`src/core/sfs_pkg.sv`:
```
/*
  sfs_pkg: constants and types for the servo fault supervisor.
  assumes a 125 MHz control clock; widths are fixed.
*/
package sfs_pkg;
  localparam int unsigned ERR_W       = 24;
  localparam int unsigned TRK_W       = 16;
  localparam int unsigned TEMP_W      = 12;
  localparam int unsigned VOLT_W      = 12;
  localparam int unsigned FLT_N       = 11;
  localparam int unsigned FLT_W       = 4;
  // fault index positions
  localparam int unsigned F_SHORT     = 0;
  localparam int unsigned F_AMP_TEMP  = 1;
  localparam int unsigned F_MOT_TEMP  = 2;
  localparam int unsigned F_OVER_V    = 3;
  localparam int unsigned F_UNDER_V   = 4;
  localparam int unsigned F_FEEDBACK  = 5;
  localparam int unsigned F_PHASING   = 6;
  localparam int unsigned F_CMD_LOSS  = 7;
  localparam int unsigned F_WIRING    = 8;
  localparam int unsigned F_OVER_CUR  = 9;
  localparam int unsigned F_FOLLOW    = 10;
  // reset value of latch configuration: short, amp temp, motor temp, feedback, over-current and following latch by default
  localparam logic [FLT_N-1:0] LATCH_RST  = 11'h627;
  localparam logic [FLT_W-1:0] CODE_NONE  = 4'hf;
  localparam logic [TRK_W-1:0] TRK_CNT_RST = 16'h0000;

  typedef enum logic [2:0] {
    SFS_FE_RUN  = 3'b001,
    SFS_FE_STOP = 3'b010,
    SFS_FE_OFF  = 3'b100
  } sfs_fe_state_t;
endpackage : sfs_pkg

```
`src/core/sfs_track_if.sv`:
```
/*
  sfs_track_if: carries one tracking window check between modules.
  assumes a single clock domain.
*/
`timescale 1ns/100ps
`default_nettype none
interface sfs_track_if;
  logic [sfs_pkg::ERR_W-1:0] err;
  logic [sfs_pkg::ERR_W-1:0] window;
  logic [sfs_pkg::TRK_W-1:0] hold_time;
  logic                      flag;
  modport owner (output err, output window, output hold_time, input flag);
  modport track (input err, input window, input hold_time, output flag);
endinterface : sfs_track_if
`default_nettype wire

```
`src/core/sfs_supervisor.sv`:
```
/*
  sfs_supervisor: fault detection, latch policy, following error handling
  and tracking status for a servo drive.
  assumes condition inputs come from logic on core_clk; pins are synced here.
*/
`timescale 1ns/100ps
`default_nettype none
module sfs_supervisor (
  input  wire logic                              core_clk,
  input  wire logic                              sys_rst,
  input  wire logic                              short_ind,
  input  wire logic [sfs_pkg::TEMP_W-1:0]        amp_temp,
  input  wire logic [sfs_pkg::TEMP_W-1:0]        amp_temp_limit,
  input  wire logic                              motor_thermal_pin,
  input  wire logic                              motor_thermal_hot_level,
  input  wire logic [sfs_pkg::VOLT_W-1:0]        main_bus_supply,
  input  wire logic [sfs_pkg::VOLT_W-1:0]        bus_upper_limit,
  input  wire logic [sfs_pkg::VOLT_W-1:0]        bus_lower_limit,
  input  wire logic [sfs_pkg::VOLT_W-1:0]        auxiliary_supply,
  input  wire logic [sfs_pkg::VOLT_W-1:0]        supply_reset_level,
  input  wire logic                              fb_supply_overcur,
  input  wire logic                              fb_signal_bad,
  input  wire logic                              phase_mismatch,
  input  wire logic                              brushless_sine,
  input  wire logic                              resolver_fb,
  input  wire logic                              hall_correct_en,
  input  wire logic                              cmd_signal_lost,
  input  wire logic                              brake_used,
  input  wire logic                              wiring_check_active,
  input  wire logic                              motor_current_seen,
  input  wire logic                              overcur_fault_en,
  input  wire logic                              heating_limit_hit,
  input  wire logic                              drive_current_reduced,
  input  wire logic [sfs_pkg::FLT_N-1:0]         latch_cfg,
  input  wire logic                              latch_cfg_load,
  input  wire logic                              position_mode,
  input  wire logic                              follow_fault_en,
  input  wire logic [sfs_pkg::ERR_W-1:0]         traj_position,
  input  wire logic [sfs_pkg::ERR_W-1:0]         actual_position,
  input  wire logic [sfs_pkg::ERR_W-1:0]         follow_fault_level,
  input  wire logic [sfs_pkg::ERR_W-1:0]         follow_warn_level,
  input  wire logic [sfs_pkg::ERR_W-1:0]         pos_window,
  input  wire logic [sfs_pkg::TRK_W-1:0]         pos_track_time,
  input  wire logic [sfs_pkg::ERR_W-1:0]         vel_command,
  input  wire logic [sfs_pkg::ERR_W-1:0]         actual_velocity,
  input  wire logic [sfs_pkg::ERR_W-1:0]         vel_window,
  input  wire logic [sfs_pkg::TRK_W-1:0]         vel_track_time,
  input  wire logic                              pin_position_cmd,
  input  wire logic                              new_traj_cmd,
  input  wire logic                              enable_pin,
  input  wire logic                              enable_clears_faults,
  input  wire logic                              sw_enable,
  input  wire logic                              clear_cmd,
  output logic [sfs_pkg::FLT_N-1:0]              fault_flags,
  output logic                                   follow_warn,
  output logic                                   follow_status,
  output logic                                   pos_track_flag,
  output logic                                   vel_track_flag,
  output logic                                   stage_enable,
  output logic                                   brake_release,
  output logic                                   velocity_hold,
  output logic                                   fast_stop,
  output logic                                   fault_indicator,
  output logic                                   fault_out,
  output logic                                   log_valid,
  output logic [sfs_pkg::FLT_W-1:0]              log_code
);
  // pin synchronisers
  logic [1:0] therm_sync_q;
  logic [1:0] en_sync_q;
  logic       en_prev_q;

  // fault state
  logic [sfs_pkg::FLT_N-1:0] cond;
  logic [sfs_pkg::FLT_N-1:0] flags_q;
  logic [sfs_pkg::FLT_N-1:0] flags_d;
  logic [sfs_pkg::FLT_N-1:0] latch_q;
  logic [sfs_pkg::FLT_N-1:0] latch_d;
  logic [sfs_pkg::FLT_N-1:0] cleared_ok;
  logic                      pwr_low_q;
  logic                      pwr_low_d;
  logic                      pwr_clear;
  logic                      clear_ev;
  logic                      en_rise;
  logic                      en_fall;
  logic                      en_now;

  // following error
  logic [sfs_pkg::ERR_W-1:0] pos_err;
  logic [sfs_pkg::ERR_W-1:0] pos_mag;
  logic                      fe_hit;
  logic                      warn_q;
  logic                      warn_d;
  logic                      fe_seen_q;
  logic                      fe_seen_d;
  sfs_pkg::sfs_fe_state_t    fe_q;
  sfs_pkg::sfs_fe_state_t    fe_d;

  // log
  logic                      log_v_q;
  logic                      log_v_d;
  logic [sfs_pkg::FLT_W-1:0] log_c_q;
  logic [sfs_pkg::FLT_W-1:0] log_c_d;
  logic [sfs_pkg::FLT_N-1:0] new_faults;
  logic [sfs_pkg::FLT_N-1:0] pend_q;
  logic [sfs_pkg::FLT_N-1:0] pend_d;

  sfs_track_if pos_trk ();
  sfs_track_if vel_trk ();

  assign pos_trk.err       = pos_err;
  assign pos_trk.window    = pos_window;
  assign pos_trk.hold_time = pos_track_time;
  assign vel_trk.err       = vel_command - actual_velocity;
  assign vel_trk.window    = vel_window;
  assign vel_trk.hold_time = vel_track_time;

  sfs_track u_pos_track (
    .core_clk (core_clk),
    .sys_rst  (sys_rst),
    .trk      (pos_trk)
  );

  sfs_track u_vel_track (
    .core_clk (core_clk),
    .sys_rst  (sys_rst),
    .trk      (vel_trk)
  );

  // condition and clear decode
  always_comb begin
    en_now   = en_sync_q[1];
    en_rise  = en_now & ~en_prev_q;
    en_fall  = ~en_now & en_prev_q;
    pos_err  = traj_position - actual_position;
    pos_mag  = pos_err[sfs_pkg::ERR_W-1] ? (~pos_err + 24'h000001) : pos_err;
    fe_hit   = position_mode & follow_fault_en & (pos_mag >= follow_fault_level);
    cond     = '0;
    cond[sfs_pkg::F_SHORT]    = short_ind;
    cond[sfs_pkg::F_AMP_TEMP] = amp_temp > amp_temp_limit;
    cond[sfs_pkg::F_MOT_TEMP] = therm_sync_q[1] == motor_thermal_hot_level;
    cond[sfs_pkg::F_OVER_V]   = main_bus_supply > bus_upper_limit;
    cond[sfs_pkg::F_UNDER_V]  = main_bus_supply < bus_lower_limit;
    cond[sfs_pkg::F_FEEDBACK] = fb_supply_overcur | fb_signal_bad;
    cond[sfs_pkg::F_PHASING]  = phase_mismatch & brushless_sine & ~resolver_fb
                                & hall_correct_en;
    cond[sfs_pkg::F_CMD_LOSS] = cmd_signal_lost;
    cond[sfs_pkg::F_WIRING]   = brake_used & wiring_check_active & ~motor_current_seen;
    cond[sfs_pkg::F_OVER_CUR] = overcur_fault_en & heating_limit_hit;
    cond[sfs_pkg::F_FOLLOW]   = fe_hit;
    // both supplies below reset level, released on first supply recovery
    pwr_low_d = (main_bus_supply < supply_reset_level)
                & (auxiliary_supply < supply_reset_level);
    pwr_clear = pwr_low_q & ~pwr_low_d;
    clear_ev  = clear_cmd | (enable_clears_faults & en_rise) | pwr_clear;
    cleared_ok = ~cond;
    // over-current stays latched while current has not been reduced
    cleared_ok[sfs_pkg::F_OVER_CUR] = ~cond[sfs_pkg::F_OVER_CUR] & drive_current_reduced;
    // following fault clears through its own state machine
    cleared_ok[sfs_pkg::F_FOLLOW] = 1'b0;
    latch_d = latch_cfg_load ? latch_cfg : latch_q;
    latch_d[sfs_pkg::F_OVER_CUR] = 1'b1;
  end

  // flag policy: set wins over clear
  always_comb begin
    flags_d = flags_q;
    for (int i = 0; i < sfs_pkg::FLT_N; i++) begin
      if (cond[i]) begin
        flags_d[i] = 1'b1;
      end else if (!latch_q[i]) begin
        flags_d[i] = 1'b0;
      end else if (clear_ev && cleared_ok[i]) begin
        flags_d[i] = 1'b0;
      end
    end
    flags_d[sfs_pkg::F_FOLLOW] = (fe_d != sfs_pkg::SFS_FE_RUN);
  end

  // following error state machine
  always_comb begin
    fe_d      = fe_q;
    warn_d    = position_mode & (pos_mag >= follow_warn_level);
    fe_seen_d = fe_seen_q;
    case (fe_q)
      sfs_pkg::SFS_FE_RUN: begin
        if (fe_hit) begin
          fe_d = latch_q[sfs_pkg::F_FOLLOW] ? sfs_pkg::SFS_FE_OFF
                                              : sfs_pkg::SFS_FE_STOP;
        end
      end
      sfs_pkg::SFS_FE_STOP: begin
        if (fe_hit) begin
          fe_d = sfs_pkg::SFS_FE_STOP;
        end else if (pin_position_cmd) begin
          if (en_fall || (!sw_enable)) begin
            fe_seen_d = 1'b1;
          end
          if (fe_seen_q && en_now && sw_enable) begin
            fe_d      = sfs_pkg::SFS_FE_RUN;
            fe_seen_d = 1'b0;
          end
        end else if (new_traj_cmd) begin
          fe_d = sfs_pkg::SFS_FE_RUN;
        end
      end
      sfs_pkg::SFS_FE_OFF: begin
        if (clear_ev && !fe_hit) begin
          fe_d = sfs_pkg::SFS_FE_RUN;
        end
      end
      default: fe_d = sfs_pkg::SFS_FE_RUN;
    endcase
  end

  // error log: one entry per cycle for each newly raised fault
  always_comb begin
    new_faults = flags_d & ~flags_q;
    pend_d     = pend_q | new_faults;
    log_v_d    = 1'b0;
    log_c_d    = log_c_q;
    for (int i = sfs_pkg::FLT_N - 1; i >= 0; i--) begin
      if (pend_d[i]) begin
        log_v_d = 1'b1;
        log_c_d = 4'(i);
      end
    end
    if (log_v_d) begin
      pend_d[log_c_d] = 1'b0;
    end
  end

  always_ff @(posedge core_clk) begin
    if (sys_rst) begin
      therm_sync_q <= {2{~motor_thermal_hot_level}};
      en_sync_q    <= 2'h0;
      en_prev_q    <= 1'b0;
      flags_q      <= '0;
      latch_q      <= sfs_pkg::LATCH_RST;
      pwr_low_q    <= 1'b0;
      warn_q       <= 1'b0;
      fe_seen_q    <= 1'b0;
      fe_q         <= sfs_pkg::SFS_FE_RUN;
      log_v_q      <= 1'b0;
      log_c_q      <= sfs_pkg::CODE_NONE;
      pend_q       <= '0;
    end else begin
      therm_sync_q <= {therm_sync_q[0], motor_thermal_pin};
      en_sync_q    <= {en_sync_q[0], enable_pin};
      en_prev_q    <= en_sync_q[1];
      flags_q      <= flags_d;
      latch_q      <= latch_d;
      pwr_low_q    <= pwr_low_d;
      warn_q       <= warn_d;
      fe_seen_q    <= fe_seen_d;
      fe_q         <= fe_d;
      log_v_q      <= log_v_d;
      log_c_q      <= log_c_d;
      pend_q       <= pend_d;
    end
  end

  // outputs
  logic other_fault;
  always_comb begin
    other_fault     = |(flags_q & ~(11'h001 << sfs_pkg::F_FOLLOW));
    fault_flags     = flags_q;
    follow_warn     = warn_q;
    follow_status   = warn_q | (fe_q != sfs_pkg::SFS_FE_RUN);
    pos_track_flag  = pos_trk.flag;
    vel_track_flag  = vel_trk.flag;
    stage_enable    = ~other_fault & (fe_q != sfs_pkg::SFS_FE_OFF);
    brake_release   = stage_enable;
    velocity_hold   = fe_q == sfs_pkg::SFS_FE_STOP;
    fast_stop       = fe_q == sfs_pkg::SFS_FE_STOP;
    fault_indicator = other_fault | (fe_q == sfs_pkg::SFS_FE_OFF);
    fault_out       = fault_indicator;
    log_valid       = log_v_q;
    log_code        = log_c_q;
  end
endmodule : sfs_supervisor
`default_nettype wire

```
`src/core/sfs_track.sv`:
```
/*
  sfs_track: windowed tracking status bit for one signed error.
  assumes err, window and hold_time are synchronous to core_clk.
*/
`timescale 1ns/100ps
`default_nettype none
module sfs_track (
  input  wire logic  core_clk,
  input  wire logic  sys_rst,
  sfs_track_if.track trk
);
  logic [sfs_pkg::ERR_W-1:0] mag;
  logic                      outside;
  logic                      flag_q;
  logic                      flag_d;
  logic [sfs_pkg::TRK_W-1:0] cnt_q;
  logic [sfs_pkg::TRK_W-1:0] cnt_d;

  always_comb begin
    mag     = trk.err[sfs_pkg::ERR_W-1] ? (~trk.err + 24'h000001) : trk.err;
    outside = mag > trk.window;
    flag_d  = flag_q;
    cnt_d   = sfs_pkg::TRK_CNT_RST;
    if (outside) begin
      flag_d = 1'b1;
    end else if (flag_q) begin
      // clear only after a full continuous stay inside
      if (cnt_q >= trk.hold_time) begin
        flag_d = 1'b0;
      end else begin
        cnt_d = cnt_q + 16'h0001;
      end
    end
  end

  always_ff @(posedge core_clk) begin
    if (sys_rst) begin
      flag_q <= 1'b0;
      cnt_q  <= sfs_pkg::TRK_CNT_RST;
    end else begin
      flag_q <= flag_d;
      cnt_q  <= cnt_d;
    end
  end

  assign trk.flag = flag_q;
endmodule : sfs_track
`default_nettype wire

```
`config.mk`:
```
export PLATFORM = sky130hd
export DESIGN_NAME = sfs_supervisor
export DESIGN_NICKNAME = d
export VERILOG_FILES = /design/src/core/sfs_pkg.sv /design/src/core/sfs_track_if.sv /design/src/core/sfs_supervisor.sv /design/src/core/sfs_track.sv
export SDC_FILE = /design/constraint.sdc
export NUM_CORES = 1
export LEC_CHECK = 0
export ABC_AREA = 1
export BUFFER_PORTS_ARGS = -buffer_cell sky130_fd_sc_hd__buf_4
export CORE_MARGIN = 2
export CORE_UTILIZATION = 40
export CTS_CLUSTER_SIZE = 8
export DETAILED_ROUTE_END_ITERATION = 12
export PLACE_DENSITY_LB_ADDON = 0.25
export SLEW_MARGIN = 25
export SYNTH_ARGS = -nofsm -noshare
export SYNTH_HDL_FRONTEND = slang
export SYNTH_SLANG_ARGS = --single-unit
```
`constraint.sdc`:
```
create_clock -name core_clk -period 5.53 [get_ports core_clk]
set_input_delay 0 -clock core_clk [delete_from_list [all_inputs] [get_ports core_clk]]
set_output_delay 0 -clock core_clk [all_outputs]
set_load 0.02 [all_outputs]
```
==> flow_metrics.tcl <==
set metrics [dict create \
    run_status "finished clean" \
    wl_mm 33.2 \
    critical_path.slowest_cell "ha_1" \
    synth-async-reset-ratio_pct 0 \
    crit_top_cell "nand2_1" \
    fillCellCount 2866 \
    synth-main-ff-cell "dfxtp_1" \
    period_needed_ps 4850 \
    ir_worst_vdd_mv 0.116 \
    cp.arrival_ps 5080 \
    rows 62 \
    syn_to_final_growth_pct 32.4 \
    postSynthAreaPerCell_um2 6.36 \
    clkSinkCount 82 \
    fin_crit_sh_pct 87.7 \
    hold_viol_final 0 \
    cts_made_buffers 9 \
    grtUsageTotal_pct 20.8 \
    dieWidth_um 176 \
    critical_path_class "in2reg" \
    grt_overflow 0 \
    dieArea_um2 31000 \
    setup_violations 0 \
    fmax_mhz 206 \
    startpoint_type "input port" \
    htree_levels 3 \
    critPathRequiredTime_ps 5760 \
    total_power_mw 3.02 \
    ys_ff_latch 82 \
    numPortBuffers 370 \
    drc 0 \
    synth_edf_count 0 \
    tns_ps 0 \
    cpPeakStageDelay_ps 400 \
    netlist.area_leader.share_pct 24.9 \
    via_count 12675 \
    dpl.hpwl_mm 29.3 \
    cts_tree "built" \
    die_y_um 176 \
    vias_per_cell 4.78 \
    antenna_found_initial 3 \
    maxCapViolations 0 \
    p_leak_nw 8.98 \
    drv_slew 0 \
    clk_pin_slew_ps 60 \
    ant_nets 0 \
    wl_per_cell_um 12.5 \
    netlist_instances 1860 \
    syn_nets 2443 \
    yosysUniqueCellTypes 58 \
    start_util_pct 40.9 \
    layout.nets 2842 \
    cp-end-kind "flop" \
    rsz0062_at_grt "no" \
    ys_seq_area_share_pct 13.9 \
    root_buffer "clkbuf_16" \
    path_max_fanout 13 \
    drive_above_1_share_pct 19.4 \
    clock_path_buffers 2 \
    drt_iter0_drc 485 \
    core_um2 28900 \
    syn_area_um2 11800 \
    io_pins 372 \
    maxSlewHeadroom_pct 57.7 \
    clock_skew_ps 6.40 \
    drtPass1Iterations 5 \
    yosysMostFrequentCell "inv_1" \
    synth.largest_area_cell "ha_1" \
    grt_pass1_wl_mm 53.7 \
    grt_pass1_vias 12036 \
    place_congestion 0.886 \
    p_per_area_nw_per_um2 193 \
    postCtsSetupRepairBufs 0 \
    worst_pin_slew_ps 618 \
    clk_latency_ps 340 \
    synth_area_leaders "ha_1 25%, dfxtp_1 14%, inv_1 14%" \
    min_path_type "in2reg" \
    grt_max_degree 27 \
    ys_warn_count 0 \
    netlist_top_cells_count "437 x inv_1, 360 x nand2_1, 235 x ha_1" \
]
cells by family after synthesis:
kind of cell | Yosys count | synth area share (%)
buf+inv | 457 | 14.6
fa+ha+maj | 237 | 25.2
compound gates | 254 | 12.4
flops | 82 | 13.9
xor+xnor | 85 | 6.49
other cells | 1 | 0.0317
simple gates | 744 | 27.3
path summary, 6_finish.rpt:
check	end	slack [ps]	cells past startpoint	startpoint
worst max-delay path	pend_q[4]$_SDFF_PP0_	680	40	actual_position[14]
worst min-delay path	latch_q[2]$_SDFFE_PP1P_	20	3	latch_cfg_load
worst max register to register	pend_q[4]$_SDFF_PP0_	2990	19	fe_q[1]$_SDFF_PP0_
worst min register to register	en_sync_q[1]$_SDFF_PP0_	410	2	en_sync_q[0]$_SDFF_PP0_
critical path: cells and delay by family:
family | cells | cell delay [ps]
compound gates | 4 | 490
simple gates | 28 | 3210
fa+ha+maj | 2 | 700
xor+xnor | 1 | 170
buf+inv | 5 | 460
power by group:
part           switching (mW)  leakage [nW]  internal [mW]
sequential             0.0201         0.673          0.628
clock                   0.239         0.150          0.365
combinational            1.01          8.15          0.752
final cells by class:
cell class                 instances  area, um2  area share, %
multi-input combinational       1321       8480           54.1
timing repair buffer             403       3090           19.8
inverter                         442       1660           10.6
sequential                        82       1640           10.5
tap                              384        480           3.07
clock buffer                      11        243           1.55
clock inverter                     5       61.3          0.392
antenna                            1       2.50         0.0160
cells in the final DEF, fill, tap and decap left out, types with 3 or more instances in the layout:
master	netlist	layout
a211oi_1	7	7
dlygate4sd3_1	0	27
o211ai_1	8	8
nor2_2	3	6
nor3_1	34	33
nand3_1	81	81
a21oi_2	2	3
o21ai_0	51	51
nand3b_1	4	4
nor2_1	171	168
o21ai_2	3	3
ha_1	235	235
a21oi_1	137	136
a21boi_1	3	3
a31oi_1	5	5
xnor2_1	13	13
inv_2	3	3
inv_1	437	437
nand2_1	360	360
nand3_2	4	4
clkbuf_16	0	9
nand2_2	4	4
nor3_2	3	4
buf_4	4	376
dfxtp_1	82	82
xor2_1	69	68
xor2_2	2	3
a21boi_0	5	5
nand4_1	50	50
nor3b_1	11	11
or2_2	11	11
o21bai_1	6	6
a21o_1	6	6
o21ai_1	4	4
repair_timing:
item | in CTS | in global routing
endpoints found under the setup margin | 0 | 9
endpoints found under the hold margin | 20 | 0
resized for setup | 0 | 6
hold buffers | 27 | 0
layer usage:
| metal | vias up | part of all wire (%) | GRT usage, % |
|---|---|---|---|
| met3 | 50 | 5.7 | 3.21 |
| met2 | 346 | 47 | 37.2 |
| li1 | 6732 | - | - |
| met4 | 2 | 2.6 | 6.10 |
| met5 | - | 0.039 | 0 |
| met1 | 5545 | 44 | 25.6 |
flip-flops by register name, summed over array words and instances, names as in the netlist, 2 cells and up:
signal	cells
log_code	4
therm_sync_q	2
fe_q	3
latch_q	10
fault_flags	11
en_sync_q	2
pend_q	11
u_vel_track.cnt_q	16
u_pos_track.cnt_q	16
through the flow:
stage | std cells | cell area (um2) | worst slack [ps] | hold WS [ps] | utilization, %
floorplan | 1860 | 11800 | 1110 | 107 | -
global placement | 2605 | 15100 | 321 | 203 | 52.0
detailed placement | 2605 | 15100 | 185 | 204 | 52.0
CTS | 2648 | 15600 | 520 | 10.6 | 54.0
global route | 2648 | 15700 | 25.5 | 39.9 | 54.1
finish | 2649 | 15700 | 678 | 24.7 | 54.1
(Power assumes the default switching activity.)
